[config.mk]
export PLATFORM = sky130hd
export DESIGN_NAME = stfs_frame_scheduler
export DESIGN_NICKNAME = d
export VERILOG_FILES = /design/src/rtl/stfs_pkg.sv /design/src/rtl/stfs_frame_scheduler.sv /design/src/rtl/stfs_pair_buffer.sv
export VERILOG_INCLUDE_DIRS = /design/src /design/src/rtl
export SDC_FILE = /design/constraint.sdc
export NUM_CORES = 1
export LEC_CHECK = 0
export BUFFER_PORTS_ARGS = -buffer_cell sky130_fd_sc_hd__buf_2
export CAP_MARGIN = 20
export CORE_UTILIZATION = 51
export CTS_BUF_LIST = sky130_fd_sc_hd__clkbuf_8
export DETAILED_ROUTE_END_ITERATION = 12
export GPL_ROUTABILITY_DRIVEN = 0
export PLACE_DENSITY = 0.8
export SLEW_MARGIN = 20
export SYNTH_ARGS = -nofsm -noshare
export SYNTH_HDL_FRONTEND = slang
export SYNTH_HIERARCHICAL = 1
export SYNTH_SLANG_ARGS = --single-unit
[constraint.sdc]
create_clock -name ref_clk_i -period 3.04 [get_ports ref_clk_i]
set_clock_uncertainty 0.1 [all_clocks]
set_input_delay 0.304 -clock ref_clk_i [delete_from_list [all_inputs] [get_ports ref_clk_i]]
set_output_delay 0.304 -clock ref_clk_i [all_outputs]
set_load 0.005 [all_outputs]
[src/rtl/stfs_regs.svh]
// offsets, field positions, reset values and counts of the frame scheduler
`ifndef STFS_REGS_SVH
`define STFS_REGS_SVH

// payload type codes
`define STFS_PTYPE_DEBUG 4'h0
`define STFS_PTYPE_RT 4'h1
`define STFS_PTYPE_MAXV 4'h2
`define STFS_PTYPE_MINV 4'h3
`define STFS_PTYPE_RAD 4'h4

// rotation table shape
`define STFS_ROT_LAST 5'h17
`define STFS_ROT_MAXV_IDX 5'h0A
`define STFS_ROT_MINV_IDX 5'h16
`define STFS_ROT_STRIDE 5'h03

// real-time payload framing
`define STFS_RT_BITS 429
`define STFS_PAD_BITS 464
`define STFS_LAST_BYTE 6'h39
`define STFS_LAST_DATA_BYTE 6'h35

// field widths
`define STFS_FLD_W 12
`define STFS_W3 36
`define STFS_W5 60
`define STFS_W6 72
`define STFS_DIAG_W 32
`define STFS_FAIL_W 4
`define STFS_TAIL_W 9

// field bit offsets inside the real-time payload
`define STFS_OFF_PACK_V 0
`define STFS_OFF_PACK_T 36
`define STFS_OFF_PACK_I 72
`define STFS_OFF_BRD_T 84
`define STFS_OFF_PANEL_V 96
`define STFS_OFF_PANEL_T 168
`define STFS_OFF_SUPPLY_T 240
`define STFS_OFF_SPIN 252
`define STFS_OFF_RADIO 264
`define STFS_OFF_ANG 324
`define STFS_OFF_EXP_FOUR_T 360
`define STFS_OFF_SUPPLY_I 372
`define STFS_OFF_DIAG 384
`define STFS_OFF_EXP_FAIL 416
`define STFS_OFF_TAIL 420

// buffer occupancy and reset values
`define STFS_BUF_FULL 2'h2
`define STFS_RST_TYPE 4'h0
`define STFS_RST_BYTE 8'h00

`endif

[src/rtl/stfs_pkg.sv]
// types shared by the slow telemetry frame scheduler
package stfs_pkg;

  typedef enum logic [1:0] {
    STFS_S_IDLE,
    STFS_S_START,
    STFS_S_STREAM,
    STFS_S_WAIT
  } stfs_state_t;

  typedef enum logic {
    STFS_M_ROT,
    STFS_M_BCN
  } stfs_mode_t;

endpackage : stfs_pkg

[src/rtl/stfs_frame_scheduler.sv]
// slow-speed downlink frame scheduler and real-time payload packer
//
// Functional notes
// while keyed, each frame takes next type of the 24-entry rotation
// after the last rotation entry, start again at the first
// every new keying starts the rotation at its first entry
// keying drops only at a frame boundary
// beacons send set 1,2 then set 1,3, alternating per beacon
// type 2 or 3 beacon frame goes out with the voice id
// debug type 0 only when not in flight configuration
// real-time payload is 429 bits from offset zero
// battery volts, temperatures at 0..60, board temperature at 84
// signed total battery current at offset 72
// panel volts at 96..156, panel temperatures at 168..228
// signed spin rate at 252, after supply temperature at 240
// five radio and processor fields at 264..312
// angular rates 324..348, experiment temp 360, supply current 372
// 32-bit processor diagnostic word at offset 384
// four experiment failure flags at offset 416, one per experiment
// each byte goes out most significant bit first
// multi-byte values go out least significant byte first
// types 1..3 padded with zeros to 58 bytes
// frame type code tells the header which payload type is sent
`timescale 1ns/1ps
`include "stfs_regs.svh"

module stfs_frame_scheduler (
  input wire logic ref_clk_i, // 25 MHz system clock
  input wire logic nrst_i, // async reset, active low
  input wire logic keying_req_i, // level: transmit wanted
  input wire logic beacon_req_i, // pulse: idle timer expired
  input wire logic flight_cfg_i, // level: flight configuration
  input wire logic debug_sel_i, // level: ground debug frames wanted
  input wire logic frame_done_i, // pulse: link frame fully sent
  input wire logic [`STFS_W3-1:0] pack_volt_i, // pairs a,b,c
  input wire logic [`STFS_W3-1:0] pack_temp_i, // pairs a,b,c
  input wire logic [`STFS_FLD_W-1:0] pack_curr_i, // signed
  input wire logic [`STFS_FLD_W-1:0] pack_brd_temp_i, // board temp
  input wire logic [`STFS_W6-1:0] panel_volt_i, // +x,-x,+y,-y,+z,-z
  input wire logic [`STFS_W6-1:0] panel_temp_i, // +x,-x,+y,-y,+z,-z
  input wire logic [`STFS_FLD_W-1:0] supply_temp_i, // supply temp
  input wire logic [`STFS_FLD_W-1:0] spin_i, // sign,int 3,frac 8
  input wire logic [`STFS_W5-1:0] radio_i, // amp i,tx t,rx t,rssi,cpu t
  input wire logic [`STFS_W3-1:0] ang_vel_i, // x,y,z rates
  input wire logic [`STFS_FLD_W-1:0] exp_four_temp_i, // experiment four
  input wire logic [`STFS_FLD_W-1:0] supply_curr_i, // supply current
  input wire logic [`STFS_DIAG_W-1:0] diag_i, // processor diagnostic
  input wire logic [`STFS_FAIL_W-1:0] exp_fail_i, // 1 = failed
  input wire logic [`STFS_TAIL_W-1:0] tail_i, // status bits 420..428
  input wire logic byte_ready_i, // transmitter takes byte
  output logic transmit_keying_o, // level: transmitter keyed
  output logic frame_start_o, // pulse: new frame begins
  output logic [3:0] frame_type_o, // payload type of frame
  output logic voice_id_o, // level: play voice id now
  output logic [7:0] byte_o, // payload byte
  output logic byte_valid_o // byte_o holds a byte
);
  import stfs_pkg::*;

  stfs_state_t state_r;
  stfs_mode_t mode_r;
  logic [4:0] rot_idx_r;
  logic bcn_frame_r;
  logic bcn_set_r;
  logic bcn_pend_r;
  logic [5:0] byte_idx_r;
  logic [`STFS_PAD_BITS-1:0] payload_r;
  logic [`STFS_PAD_BITS-1:0] payload_c;
  logic [3:0] sel_type;
  logic start_rot;
  logic start_bcn;
  logic frame_end;
  logic next_rot;
  logic next_bcn;
  logic end_tx;
  logic go_start;
  logic buf_in_ready;
  logic buf_in_valid;
  logic [7:0] buf_in_data;
  logic buf_in_fire;

  // ****************************************
  // rotation table
  // ****************************************
  function automatic logic [3:0] rot_type(input logic [4:0] idx);
    if (idx == `STFS_ROT_MAXV_IDX) begin
      rot_type = `STFS_PTYPE_MAXV;
    end else if (idx == `STFS_ROT_MINV_IDX) begin
      rot_type = `STFS_PTYPE_MINV;
    end else if ((idx % `STFS_ROT_STRIDE) == 5'h00) begin
      rot_type = `STFS_PTYPE_RT;
    end else begin
      rot_type = `STFS_PTYPE_RAD;
    end
  endfunction : rot_type

  // ****************************************
  // sequencing decisions
  // ****************************************
  assign start_rot = (state_r == STFS_S_IDLE) && keying_req_i;
  assign start_bcn = (state_r == STFS_S_IDLE) && !keying_req_i &&
                     bcn_pend_r;
  assign frame_end = (state_r == STFS_S_WAIT) && frame_done_i;
  assign next_rot = frame_end && (mode_r == STFS_M_ROT) && keying_req_i;
  assign next_bcn = frame_end && (mode_r == STFS_M_BCN) && !bcn_frame_r;
  assign end_tx = frame_end && !next_rot && !next_bcn;
  assign go_start = start_rot || start_bcn || next_rot || next_bcn;

  always_comb begin
    if (mode_r == STFS_M_BCN) begin
      if (!bcn_frame_r) begin
        sel_type = `STFS_PTYPE_RT;
      end else begin
        sel_type = bcn_set_r ? `STFS_PTYPE_MINV : `STFS_PTYPE_MAXV;
      end
    end else if (debug_sel_i && !flight_cfg_i) begin
      sel_type = `STFS_PTYPE_DEBUG;
    end else begin
      sel_type = rot_type(rot_idx_r);
    end
  end

  // ****************************************
  // frame state machine
  // ****************************************
  always_ff @(posedge ref_clk_i or negedge nrst_i) begin
    if (!nrst_i) begin
      state_r <= STFS_S_IDLE;
    end else begin
      case (state_r)
        STFS_S_IDLE: begin
          if (start_rot || start_bcn) begin
            state_r <= STFS_S_START;
          end
        end
        STFS_S_START: begin
          if (sel_type == `STFS_PTYPE_DEBUG ||
              sel_type == `STFS_PTYPE_RAD) begin
            state_r <= STFS_S_WAIT;
          end else begin
            state_r <= STFS_S_STREAM;
          end
        end
        STFS_S_STREAM: begin
          if (buf_in_fire && byte_idx_r == `STFS_LAST_BYTE) begin
            state_r <= STFS_S_WAIT;
          end
        end
        default: begin
          if (go_start) begin
            state_r <= STFS_S_START;
          end else if (end_tx) begin
            state_r <= STFS_S_IDLE;
          end
        end
      endcase
    end
  end

  // ****************************************
  // rotation pointer and mode
  // ****************************************
  always_ff @(posedge ref_clk_i or negedge nrst_i) begin
    if (!nrst_i) begin
      rot_idx_r <= 5'h00;
      mode_r <= STFS_M_ROT;
    end else if (start_rot) begin
      rot_idx_r <= 5'h00;
      mode_r <= STFS_M_ROT;
    end else if (start_bcn) begin
      mode_r <= STFS_M_BCN;
    end else if (next_rot) begin
      if (rot_idx_r == `STFS_ROT_LAST) begin
        rot_idx_r <= 5'h00;
      end else begin
        rot_idx_r <= rot_idx_r + 5'h01;
      end
    end
  end

  // ****************************************
  // beacon sets
  // ****************************************
  always_ff @(posedge ref_clk_i or negedge nrst_i) begin
    if (!nrst_i) begin
      bcn_pend_r <= 1'b0;
      bcn_frame_r <= 1'b0;
      bcn_set_r <= 1'b0;
    end else begin
      // a new expiry in the take-up cycle wins over the clear
      if (beacon_req_i) begin
        bcn_pend_r <= 1'b1;
      end else if (start_bcn) begin
        bcn_pend_r <= 1'b0;
      end
      if (start_bcn) begin
        bcn_frame_r <= 1'b0;
      end else if (next_bcn) begin
        bcn_frame_r <= 1'b1;
      end
      if (end_tx && mode_r == STFS_M_BCN) begin
        bcn_set_r <= !bcn_set_r;
      end
    end
  end

  // ****************************************
  // keying, frame start, voice id
  // ****************************************
  always_ff @(posedge ref_clk_i or negedge nrst_i) begin
    if (!nrst_i) begin
      transmit_keying_o <= 1'b0;
      frame_start_o <= 1'b0;
      frame_type_o <= `STFS_RST_TYPE;
      voice_id_o <= 1'b0;
    end else begin
      frame_start_o <= (state_r == STFS_S_START);
      if (start_rot || start_bcn) begin
        transmit_keying_o <= 1'b1;
      end else if (end_tx) begin
        transmit_keying_o <= 1'b0;
      end
      if (state_r == STFS_S_START) begin
        frame_type_o <= sel_type;
        voice_id_o <= (mode_r == STFS_M_BCN) && bcn_frame_r;
      end else if (frame_end) begin
        voice_id_o <= 1'b0;
      end
    end
  end

  // ****************************************
  // real-time payload map, low offset = low bit
  // ****************************************
  always_comb begin
    payload_c = '0;
    payload_c[`STFS_OFF_PACK_V +: `STFS_W3] = pack_volt_i;
    payload_c[`STFS_OFF_PACK_T +: `STFS_W3] = pack_temp_i;
    payload_c[`STFS_OFF_PACK_I +: `STFS_FLD_W] = pack_curr_i;
    payload_c[`STFS_OFF_BRD_T +: `STFS_FLD_W] = pack_brd_temp_i;
    payload_c[`STFS_OFF_PANEL_V +: `STFS_W6] = panel_volt_i;
    payload_c[`STFS_OFF_PANEL_T +: `STFS_W6] = panel_temp_i;
    payload_c[`STFS_OFF_SUPPLY_T +: `STFS_FLD_W] = supply_temp_i;
    payload_c[`STFS_OFF_SPIN +: `STFS_FLD_W] = spin_i;
    payload_c[`STFS_OFF_RADIO +: `STFS_W5] = radio_i;
    payload_c[`STFS_OFF_ANG +: `STFS_W3] = ang_vel_i;
    payload_c[`STFS_OFF_EXP_FOUR_T +: `STFS_FLD_W] = exp_four_temp_i;
    payload_c[`STFS_OFF_SUPPLY_I +: `STFS_FLD_W] = supply_curr_i;
    payload_c[`STFS_OFF_DIAG +: `STFS_DIAG_W] = diag_i;
    payload_c[`STFS_OFF_EXP_FAIL +: `STFS_FAIL_W] = exp_fail_i;
    payload_c[`STFS_OFF_TAIL +: `STFS_TAIL_W] = tail_i;
  end

  // snapshot at frame start so a frame never mixes two samples
  always_ff @(posedge ref_clk_i or negedge nrst_i) begin
    if (!nrst_i) begin
      payload_r <= '0;
    end else if (state_r == STFS_S_START) begin
      payload_r <= payload_c;
    end
  end

  // ****************************************
  // byte streaming, byte 0 holds offsets 0..7
  // ****************************************
  assign buf_in_valid = (state_r == STFS_S_STREAM);
  assign buf_in_data = payload_r[{byte_idx_r, 3'h0} +: 8];
  assign buf_in_fire = buf_in_valid && buf_in_ready;

  always_ff @(posedge ref_clk_i or negedge nrst_i) begin
    if (!nrst_i) begin
      byte_idx_r <= 6'h00;
    end else if (state_r == STFS_S_START) begin
      byte_idx_r <= 6'h00;
    end else if (buf_in_fire) begin
      byte_idx_r <= byte_idx_r + 6'h01;
    end
  end

  // byte_o[7] is the bit the modulator sends first
  stfs_pair_buffer #(
    .WIDTH(8)
  ) u_pair_buffer (
    .ref_clk_i(ref_clk_i),
    .nrst_i(nrst_i),
    .in_valid_i(buf_in_valid),
    .in_data_i(buf_in_data),
    .in_ready_o(buf_in_ready),
    .out_valid_o(byte_valid_o),
    .out_data_o(byte_o),
    .out_ready_i(byte_ready_i)
  );
endmodule : stfs_frame_scheduler

[src/rtl/stfs_pair_buffer.sv]
// two-entry buffer with valid and ready on both sides
`timescale 1ns/1ps
`include "stfs_regs.svh"

module stfs_pair_buffer #(
  parameter int unsigned WIDTH = 8
) (
  input wire logic ref_clk_i, // system clock
  input wire logic nrst_i, // async reset, active low
  input wire logic in_valid_i, // word offered
  input wire logic [WIDTH-1:0] in_data_i, // word in
  output logic in_ready_o, // room for a word
  output logic out_valid_o, // word available
  output logic [WIDTH-1:0] out_data_o, // oldest word
  input wire logic out_ready_i // drain side takes word
);
  import stfs_pkg::*;

  logic [WIDTH-1:0] tail_r;
  logic [1:0] cnt_r;
  logic [1:0] cnt_nxt;
  logic in_fire;
  logic out_fire;

  assign in_fire = in_valid_i & in_ready_o;
  assign out_fire = out_valid_o & out_ready_i;

  always_comb begin
    cnt_nxt = cnt_r + {1'b0, in_fire} - {1'b0, out_fire};
  end

  // ****************************************
  // occupancy and handshake flags
  // ****************************************
  always_ff @(posedge ref_clk_i or negedge nrst_i) begin
    if (!nrst_i) begin
      cnt_r <= 2'h0;
      out_valid_o <= 1'b0;
      in_ready_o <= 1'b0;
    end else begin
      cnt_r <= cnt_nxt;
      out_valid_o <= (cnt_nxt != 2'h0);
      in_ready_o <= (cnt_nxt != `STFS_BUF_FULL);
    end
  end

  // ****************************************
  // storage: head always drives the output
  // ****************************************
  always_ff @(posedge ref_clk_i or negedge nrst_i) begin
    if (!nrst_i) begin
      out_data_o <= '0;
      tail_r <= '0;
    end else if (out_fire) begin
      if (cnt_r == `STFS_BUF_FULL) begin
        out_data_o <= tail_r;
        if (in_fire) begin
          tail_r <= in_data_i;
        end
      end else if (in_fire) begin
        out_data_o <= in_data_i;
      end
    end else if (in_fire) begin
      if (cnt_r == 2'h0) begin
        out_data_o <= in_data_i;
      end else begin
        tail_r <= in_data_i;
      end
    end
  end

endmodule : stfs_pair_buffer

==> results of run 1 <==
[through the flow]
step | utilization (%) | setup TNS [ps] | cell area (um^2)
finish | 75.1 | -229 | 31500
global route | 75.1 | -860 | 31500
CTS | 74.7 | -251 | 31300
detailed placement | 59.5 | -1420 | 25000
global placement | 59.5 | -1000 | 25000
floorplan | - | 0 | 21700
[layer usage]
layer  GRT usage, %  vias up  wire length, um
met5              0        -               27
met3           8.15      301             5070
met1           41.3     8769            27100
li1               -     7144                -
met4           23.1        4             4950
met2           60.3      965            38500
[layout by cell type (no fill, tap or decap), types with 6 or more instances in the layout]
master | netlist | layout
buf_6 | 1 | 8
mux2i_1 | 18 | 16
ha_1 | 14 | 12
inv_1 | 10 | 35
nor2_1 | 18 | 18
mux2_2 | 455 | 450
a21oi_1 | 18 | 15
diode_2 | 0 | 11
o21ai_0 | 19 | 13
clkinv_2 | 0 | 6
o21ai_1 | 1 | 7
buf_4 | 3 | 52
buf_2 | 16 | 450
buf_12 | 0 | 22
nor2b_1 | 7 | 7
o22ai_1 | 9 | 7
mux4_2 | 125 | 125
dfrtp_1 | 472 | 468
dlygate4sd3_1 | 0 | 435
nor3_1 | 7 | 6
clkbuf_8 | 0 | 103
nand2_1 | 23 | 23
[path summary, 6_finish.rpt]
path	from	to	slack, ps	cells past startpoint
max in group asynchronous	nrst_i	payload_r[362]	1420	4
max reg2reg	byte_idx_r[0]	u_pair_buffer/out_data_o[3]	-60	9
min in group asynchronous	nrst_i	payload_r[290]	490	3
min	flight_cfg_i	frame_type_o[2]	70	4
max	byte_idx_r[0]	u_pair_buffer/out_data_o[3]	-60	9
min reg2reg	frame_type_o[1]	frame_type_o[1]	380	1
[timing repair]
| action | in CTS | in global routing |
|---|---|---|
| setup endpoints to repair | 10 | 11 |
| endpoints found under the hold margin | 912 | 0 |
| hold buffers | 436 | 0 |
| gates resized for setup | 21 | 31 |
| setup buffers | 11 | 5 |
| pin swaps | 5 | 9 |
| cloned | 3 | 1 |
[layout make-up]
class                           instances  area share, %
Antenna cell                           11         0.0873
Clock buffer                          103           4.50
Sequential cell                       472           37.5
Timing Repair Buffer                  974           24.4
Multi-Input combinational cell        797           30.4
Clock inverter                         42          0.869
Inverter                               12          0.143
Tap cell                              539           2.14
[power groups by stage]
| stage | Sequential (uW) | Clock [uW] | Combinational [uW] |
|---|---|---|---|
| after global routing | 12300 | 6390 | 15700 |
| after CTS | 11700 | 6000 | 14100 |
| final | 12100 | 6060 | 14800 |
| after detailed placement | 11800 | 0 | 13100 |
| after floorplan | 10700 | 0 | 10100 |
| after global placement | 11700 | 0 | 12600 |
[worst max-delay path, stage by stage (launching register included)]
cell     delay (ps)
dfrtp_4         530
buf_12          150
buf_12          130
buf_8           130
buf_4           150
mux4_2          430
mux4_2          510
o31a_1          270
mux2_2          270
mux2_2          270
[state kept, by name, indices dropped and copies added, names as in the netlist]
signal,count
bcn_set_r,1
u_pair_buffer/tail_r,8
u_pair_buffer/in_ready_o,1
bcn_frame_r,1
u_pair_buffer/cnt_r,2
transmit_keying_o,1
rot_idx_r,5
byte_idx_r,6
payload_r,429
u_pair_buffer/out_data_o,8
frame_start_o,1
u_pair_buffer/out_valid_o,1
mode_r,1
voice_id_o,1
frame_type_o,3
bcn_pend_r,1
state_r,2
[cell families after synthesis]
| group | Yosys count | synth area share, % |
|---|---|---|
| multiplexers | 598 | 37.4 |
| other | 1 | 0.0173 |
| XOR/XNOR | 8 | 0.323 |
| AO/OA/AOI/OAI | 91 | 2.92 |
| adder cells (fa/ha/maj) | 14 | 0.808 |
| flip-flops | 472 | 54.5 |
| buffers and inverters | 106 | 2.01 |
| AND/OR/NAND/NOR | 85 | 2.00 |
==> results.json, run 1 <==
{
  "status": "finished, violations left",
  "violations": "setup timing",
  "yosysWarnings": 6,
  "switching_share_pct": 34.3,
  "area_growth_pct": 45.3,
  "rows": 75,
  "multiInputGateArea_um2": 9570,
  "critPathLaunchType": "flop",
  "min_period_over_period_pct": 102,
  "grt_pass1_vias": 19200,
  "seq_power_share_pct": 36.6,
  "max_freq_ghz": 0.323,
  "cts-root-buf": "clkbuf_8",
  "synthCells": 1375,
  "leakage_uw": 0.0137,
  "regArea_um2": 11800,
  "initial_core_util_pct": 51.7,
  "yosysMostFrequentCell": "dfrtp_1",
  "clk_pin_slew_ps": 60,
  "p_total_uw": 33000,
  "pre_cts_ws_ps": -265,
  "route.detailed.drc": 0,
  "crit_type": "flop to flop",
  "grt_first_pass_wirelength_mm": 115,
  "synth_fp_nets": 1826,
  "drt_iter0_drc": 1374,
  "tightest_slew_ps": 686,
  "first_pass_iters": 5,
  "h-tree-depth": 3,
  "wl_mm": 75.6,
  "synth_cell_types": 63,
  "power_frac_comb_pct": 45.0,
  "synth_edf_count": 0,
  "rsz0062_at_grt": "true",
  "clockBufferDepth": 3,
  "crit_required_ps": 3470,
  "synth_seq_cells": 472,
  "die_y_um": 208,
  "synth_top_area_cell": "dfrtp_1",
  "grt_max_degree": 121,
  "cts_tree": "done",
  "holdWs_ps": 67.1,
  "postRouteAntennaNets": 0,
  "core_area_um2": 41900,
  "final_nets": 2788,
  "vias_per_cell": 5.82,
  "insertion_delay_ps": 670,
  "cp-end-kind": "flop",
  "fill_cells": 2349,
  "relSlewSlack_pct": 54.2,
  "synth_ff_type": "dfrtp_1",
  "switching_power_uw": 11300,
  "track_usage_pct": 35.8,
  "timing.final.ws_setup_ps": -60.4,
  "cp_max_fo": 6,
  "ir_drop_mv": 0.657,
  "synthArstFlopShare_pct": 100,
  "power.density_nw_per_um2": 1050,
  "grt_overflow": 0,
  "yosysSeqAreaShare_pct": 54.5,
  "fin_cells": 2950,
  "ys_top_cells_by_area": "dfrtp_1 (54%), mux2_2 (24%), mux4_2 (13%), clkbuf_1 (1.2%), mux2i_1 (0.83%)",
  "dp_hpwl_mm": 44.0,
  "io_pins": 453,
  "final-hold-violation-count": 0,
  "fp.dieArea_um2": 43300,
  "syn_avg_cell_area_um2": 15.8,
  "synth_top_area_share_pct": 54.5,
  "post-place-cells": 2338,
  "setup_violations": 6,
  "pwr-share-clk_pct": 18.4,
  "max_cap_violations": 0,
  "min_period_ps": 3100,
  "clock-sinks": 472,
  "wl_per_cell_um": 25.6,
  "syn-cell-area_um2": 21700,
  "vias": 17200,
  "drive_gt1_share_pct": 52.9,
  "die_w_um": 208,
  "slew_viol_final": 0,
  "numCtsBuffers": 80,
  "antenna_found_initial": 11,
  "p_int_uw": 21700,
  "io_buffer_count": 451,
  "synth_commonest_cells": "dfrtp_1 (472), mux2_2 (455), mux4_2 (125), clkbuf_1 (70), nand2_1 (23)",
  "hold_path_class": "input port to flop",
  "crit_arrival_ps": 3530
}
Note: power is estimated with default switching activity, not from simulation.
==> inputs of run 2 (changes only) <==
- CORE_UTILIZATION: 51 -> 50
- CTS_BUF_LIST: sky130_fd_sc_hd__clkbuf_8 -> sky130_fd_sc_hd__clkbuf_16
- PLACE_DENSITY: 0.8 -> 0.79
- REMOVE_ABC_BUFFERS: unset -> 1
==> run 2 against run 1 <==
The run still ends with setup timing left. Core utilization is 1.0 points lower. Clock power is 3% higher. Die area grew 2.0%. Worst hold slack better by 55 ps. Fmax up 1.3%. Total power fell by 0.75%.
==> results.json, run 2 (same netlist as run 1, synthesis figures left out) <==
{
  "grt_pass1_vias": 18800,
  "rows": 75,
  "hold_path_class": "input port to async pin",
  "route.detailed.drc": 0,
  "critPathSlowestCell": "dfrtp_4",
  "die_w_um": 210,
  "holdWs_ps": 123,
  "relSlewSlack_pct": 62.3,
  "vias": 16900,
  "postRouteAntennaNets": 0,
  "timing.final.ws_setup_ps": -21.0,
  "met2_usage_pct": 58.4,
  "final_cell_mix": "dfrtp_1 (468), mux2_2 (453), buf_2 (450), dlygate4sd3_1 (434), mux4_2 (125)",
  "clock-sinks": 472,
  "max_cap_violations": 0,
  "wl_per_cell_um": 25.6,
  "worst-path-buf-inv": 2,
  "min_period_ps": 3060,
  "final-hold-violation-count": 0,
  "power.density_nw_per_um2": 1040,
  "die_y_um": 210,
  "final_nets": 2748,
  "ir_drop_mv": 0.700,
  "cp_max_fo": 8,
  "pre_cts_ws_ps": -47.7,
  "cp_slowest_stage_delay_ps": 560,
  "core_area_um2": 42300,
  "io_pins": 453,
  "grt_max_degree": 104,
  "insertion_delay_ps": 590,
  "cts_tree": "done",
  "numCtsBuffers": 50,
  "dp_hpwl_mm": 40.4,
  "tightest_slew_ps": 566,
  "crit_arrival_ps": 3450,
  "regMostFlops": "payload_r",
  "wl_mm": 74.8,
  "leakage_uw": 0.0136,
  "antenna_found_initial": 4,
  "path_cells": "clkbuf_16, buf_4, mux4_2, mux4_2, a211oi_2, a21oi_2, mux2_4, mux2_4",
  "top_regs": "payload_r (429), u_pair_buffer/out_data_o (8), u_pair_buffer/tail_r (8)",
  "min_period_over_period_pct": 101,
  "grt_overflow": 0,
  "crit_type": "flop to flop",
  "cp-end-kind": "flop",
  "cpLargestDelayFamily": "multiplexers",
  "critPathLaunchType": "flop",
  "slew_viol_final": 0,
  "max_freq_ghz": 0.327,
  "drt_iter0_drc": 1339,
  "use_met3_pct": 7.15,
  "setup_violations": 1,
  "status": "finished, violations left",
  "drive_gt1_share_pct": 51.5,
  "h-tree-depth": 2,
  "violations": "setup timing",
  "met1_usage_pct": 38.3,
  "area_growth_pct": 44.7,
  "globalRoute.busiestLayer": "met2",
  "mostFrequentLayoutCell": "dfrtp_1",
  "clk_pin_slew_ps": 70,
  "largest_reg_flops": 429,
  "cts-root-buf": "clkbuf_16",
  "crit_required_ps": 3430,
  "fp.dieArea_um2": 44200,
  "initial_core_util_pct": 51.2,
  "rsz0062_at_grt": "true",
  "track_usage_pct": 33.6,
  "io_buffer_count": 451,
  "grt_first_pass_wirelength_mm": 111,
  "first_pass_iters": 5,
  "clockBufferDepth": 3,
  "vias_per_cell": 5.80
}
-- run 2: changes by cell type in the layout (fill, tap and decap cells not counted), sizes merged, moves of 2 or more --
cell      change
buf          -13
bufinv        +5
clkbuf       -47
clkinv        +8
clkinvlp      -2
diode         -3
inv          -16
-- run 2: final timing paths --
path | to | depth (start not counted) | from | slack [ps]
max | u_pair_buffer/out_data_o[0] | 8 | byte_idx_r[0] | -20
min | payload_r[120] | 2 | nrst_i | 120
max reg2reg | u_pair_buffer/out_data_o[0] | 8 | byte_idx_r[0] | -20
min reg2reg | bcn_set_r | 1 | bcn_set_r | 390
max in group asynchronous | payload_r[325] | 3 | nrst_i | 1730
min in group ref_clk_i | frame_type_o[2] | 4 | flight_cfg_i | 150
-- run 2: what timing repair did --
| action | CTS | global route |
|---|---|---|
| pin swaps | 0 | 6 |
| hold buffers | 434 | 0 |
| buffers inserted | 0 | 16 |
| setup endpoints to repair | 1 | 10 |
| gates cloned | 0 | 7 |
| endpoints found under the hold margin | 498 | 0 |
| resized for setup | 1 | 28 |
-- run 2: metal layers --
metal	vias up	part of all wire (%)
met1	8645	36
met3	309	6.7
li1	7040	-
met4	2	6.2
met2	919	51
met5	-	0.023
-- run 2: through the flow --
step                      setup TNS (ps)  power (uW)  utilization, %  instance area, um^2  cells
after floorplan                 -3973190       17600               -                21300   1281
after global placement                 0       23700            59.0                25000   2365
after detailed placement           -47.7       24400            59.0                25000   2365
after CTS                              0       31100            73.1                30900   2887
after global routing                -281       34100            74.1                31400   2912
final                              -21.0       32700            74.1                31400   2918
-- run 2: area by class of cell --
cell class	instances	area, um^2
flip-flops and latches	472	11800
fillers	2427	11000
multi-input cells	797	9520
repair buffers	964	7610
clock buffers	51	1280
well taps	577	722
clock inverters	37	347
inverters	12	45.0
diodes	8	20.0
-- run 2: report_power, final --
part,total (uW),internal (uW),switching [uW],leakage (uW)
Sequential,12000,9580,2380,0.00555
Clock,6240,3620,2620,0.000832
Combinational,14500,8610,5900,0.00718
Total,32700,21800,10900,0.0136
==> inputs of run 3 (changes only) <==
- ABC_AREA: unset -> 1
==> run 3 against run 2 <==
The run still ends with setup timing left. Cell count is 48% higher. Non-clock buffer count down 17. Synthesized cell count is 110% higher. Clock-buffer cell count rose by 2. Sequential cell count stayed put. Via count increased by 46%. Global-route usage rose by 5.9 points. Combinational power decreased by 8%. Fmax is 2.5% lower. Critical path type unchanged. Highest routed layer unchanged.
==> results.json, run 3 <==
{
  "status": "finished, violations left",
  "violations": "setup timing",
  "die_w_um": 213,
  "largest_reg_flops": 429,
  "synth_edf_count": 0,
  "syn_avg_cell_area_um2": 7.79,
  "h-tree-depth": 2,
  "critPathLaunchType": "flop",
  "postRouteAntennaNets": 0,
  "wl_mm": 89.7,
  "power.density_nw_per_um2": 973,
  "crit_arrival_ps": 3530,
  "syn-cell-area_um2": 22300,
  "final-hold-violation-count": 0,
  "slew_viol_final": 0,
  "io_buffer_count": 451,
  "synth_cell_types": 45,
  "first_pass_iters": 6,
  "grt_first_pass_wirelength_mm": 135,
  "yosysWarnings": 6,
  "yosysSeqAreaShare_pct": 53.0,
  "crit_type": "flop to flop",
  "synthCells": 2860,
  "fill_cells": 2985,
  "mostFrequentLayoutCell": "nand2_1",
  "track_usage_pct": 39.5,
  "clock-sinks": 472,
  "fp.dieArea_um2": 45400,
  "r2r_slack_ps": -100,
  "cp_max_fo": 3,
  "vias": 24700,
  "grt_pass1_vias": 25000,
  "vias_per_cell": 5.73,
  "insertion_delay_ps": 600,
  "grt_overflow": 0,
  "final_nets": 4126,
  "min_period_ps": 3140,
  "final_cell_mix": "nand2_1 (1008), dfrtp_1 (466), buf_2 (450), o21ai_0 (447), dlygate4sd3_1 (434)",
  "core_area_um2": 43600,
  "relSlewSlack_pct": 34.8,
  "top_regs": "payload_r (429), u_pair_buffer/out_data_o (8), u_pair_buffer/tail_r (8)",
  "wl_per_cell_um": 20.8,
  "area_growth_pct": 40.9,
  "antenna_found_initial": 15,
  "drive_gt1_share_pct": 17.3,
  "cp-end-kind": "flop",
  "synth_seq_cells": 472,
  "ys_top_cells_by_area": "dfrtp_1 (53%), nand2_1 (17%), o21ai_0 (10%), a21oi_1 (5.7%), inv_1 (4.4%)",
  "multiInputGateArea_um2": 8840,
  "design_area_um2": 31400,
  "die_y_um": 213,
  "p_total_uw": 30500,
  "rows": 76,
  "hold_path_class": "input port to async pin",
  "setup_violations": 3,
  "initial_core_util_pct": 51.2,
  "io_pins": 453,
  "synthArstFlopShare_pct": 100,
  "regMostFlops": "payload_r",
  "synth_top_area_cell": "dfrtp_1",
  "cts_tree": "done",
  "pre_cts_ws_ps": 134,
  "post_dp_cell_area_um2": 25200,
  "route.detailed.drc": 0,
  "leakage_uw": 0.0156,
  "synth_commonest_cells": "nand2_1 (1012), dfrtp_1 (472), o21ai_0 (448), inv_1 (262), a21oi_1 (254)",
  "max_cap_violations": 0,
  "finalCoreUtilization_pct": 72.1,
  "min_period_over_period_pct": 103,
  "yosysMostFrequentCell": "nand2_1",
  "ir_drop_mv": 0.651,
  "crit_required_ps": 3430,
  "cts-root-buf": "clkbuf_16",
  "tightest_slew_ps": 978,
  "drt_iter0_drc": 3391,
  "clk_pin_slew_ps": 70,
  "clockBufferDepth": 3,
  "max_freq_ghz": 0.319,
  "dp_hpwl_mm": 47.1,
  "numCtsBuffers": 52,
  "grt_max_degree": 250,
  "holdWs_ps": 179,
  "synth_ff_type": "dfrtp_1",
  "regArea_um2": 11800,
  "synth_top_area_share_pct": 53.0,
  "timing.final.ws_setup_ps": -98.6
}
## run 3: cell types whose count changed after synthesis, sizes merged, moves of 87 or more
cell    previous run  this run
inv               11       265
o21ai             20       449
mux4             125         0
mux2             455         0
nand2             23      1022
a21oi             19       254
clkbuf            70       157
## run 3: layer usage
| metal | part of all wire [%] | vias to the layer above | GRT usage [%] |
|---|---|---|---|
| met2 | 46 | 1828 | 61.8 |
| met5 | 0.099 | - | 0.890 |
| met3 | 11 | 539 | 12.8 |
| met4 | 6.6 | 8 | 24.6 |
| met1 | 36 | 11500 | 47.0 |
| li1 | - | 10800 | - |
## run 3: final cells by class
class	count	share of cell area [%]
repair buffers	947	23.2
clock buffers	53	4.22
clock inverters	43	1.08
diodes	10	0.0797
multi-input cells	1933	28.2
well taps	585	2.33
inverters	269	3.27
flip-flops and latches	472	37.7
## run 3: kinds of logic (layout without fill, tap and decap cells)
group	after synthesis	count (layout)	share of synthesized area, %
other cells	1	11	0.0168
buf+inv	455	1312	7.80
xor+xnor	6	6	0.269
compound gates	756	756	17.6
fa+ha+maj	14	14	0.786
flops	472	472	53.0
simple gates	1156	1156	20.5
## run 3: worst paths after layout
check,start,cells after the start,endpoint
setup / recovery,rot_idx_r[0],25,state_r[0]
hold / removal,nrst_i,2,payload_r[139]
setup reg to reg,rot_idx_r[0],25,state_r[0]
hold reg to reg,payload_r[95],2,payload_r[95]
max in group asynchronous,nrst_i,3,payload_r[258]
min in group ref_clk_i,byte_ready_i,4,u_pair_buffer/cnt_r[0]
## run 3: stage by stage
step	std cells	TNS [ps]
final	4312	-200
after global routing	4307	-720
after CTS	4291	0
after detailed placement	3761	0
after global placement	3761	0
after floorplan	2674	-6216490
## run 3: report_power, final
group | switching [uW] | internal (uW) | total (uW)
clock | 2670 | 3590 | 6260
combinational | 9070 | 4360 | 13400
sequential | 1490 | 9360 | 10800
## run 3: what timing repair did
action / 4_1_cts / 5_1_grt
hold endpoints to repair: 502 / 0
setup endpoints to repair: 0 / 4
hold buffers: 434 / 0
setup buffers: 0 / 11
resized for setup: 0 / 25
## run 3: critical path, stage by stage (launching register included)
cell and delay [ps]:
dfrtp_1 400, inv_2 90, ha_2 190, nand2_1 60, inv_1 80, nand2_2 70
nand3_1 80, nand2_2 80, nand2_1 90, inv_1 100, nor2_1 260, ha_1 330
inv_1 100, nand2_2 70, nand2_2 100, nand2_1 90, nand2_1 70, nand2_1 50
inv_1 60, nand2_1 90, nand2_2 100, nand3_4 100, nand3_2 100, nand2_1 60
nand2_1 50, nand2_1 60
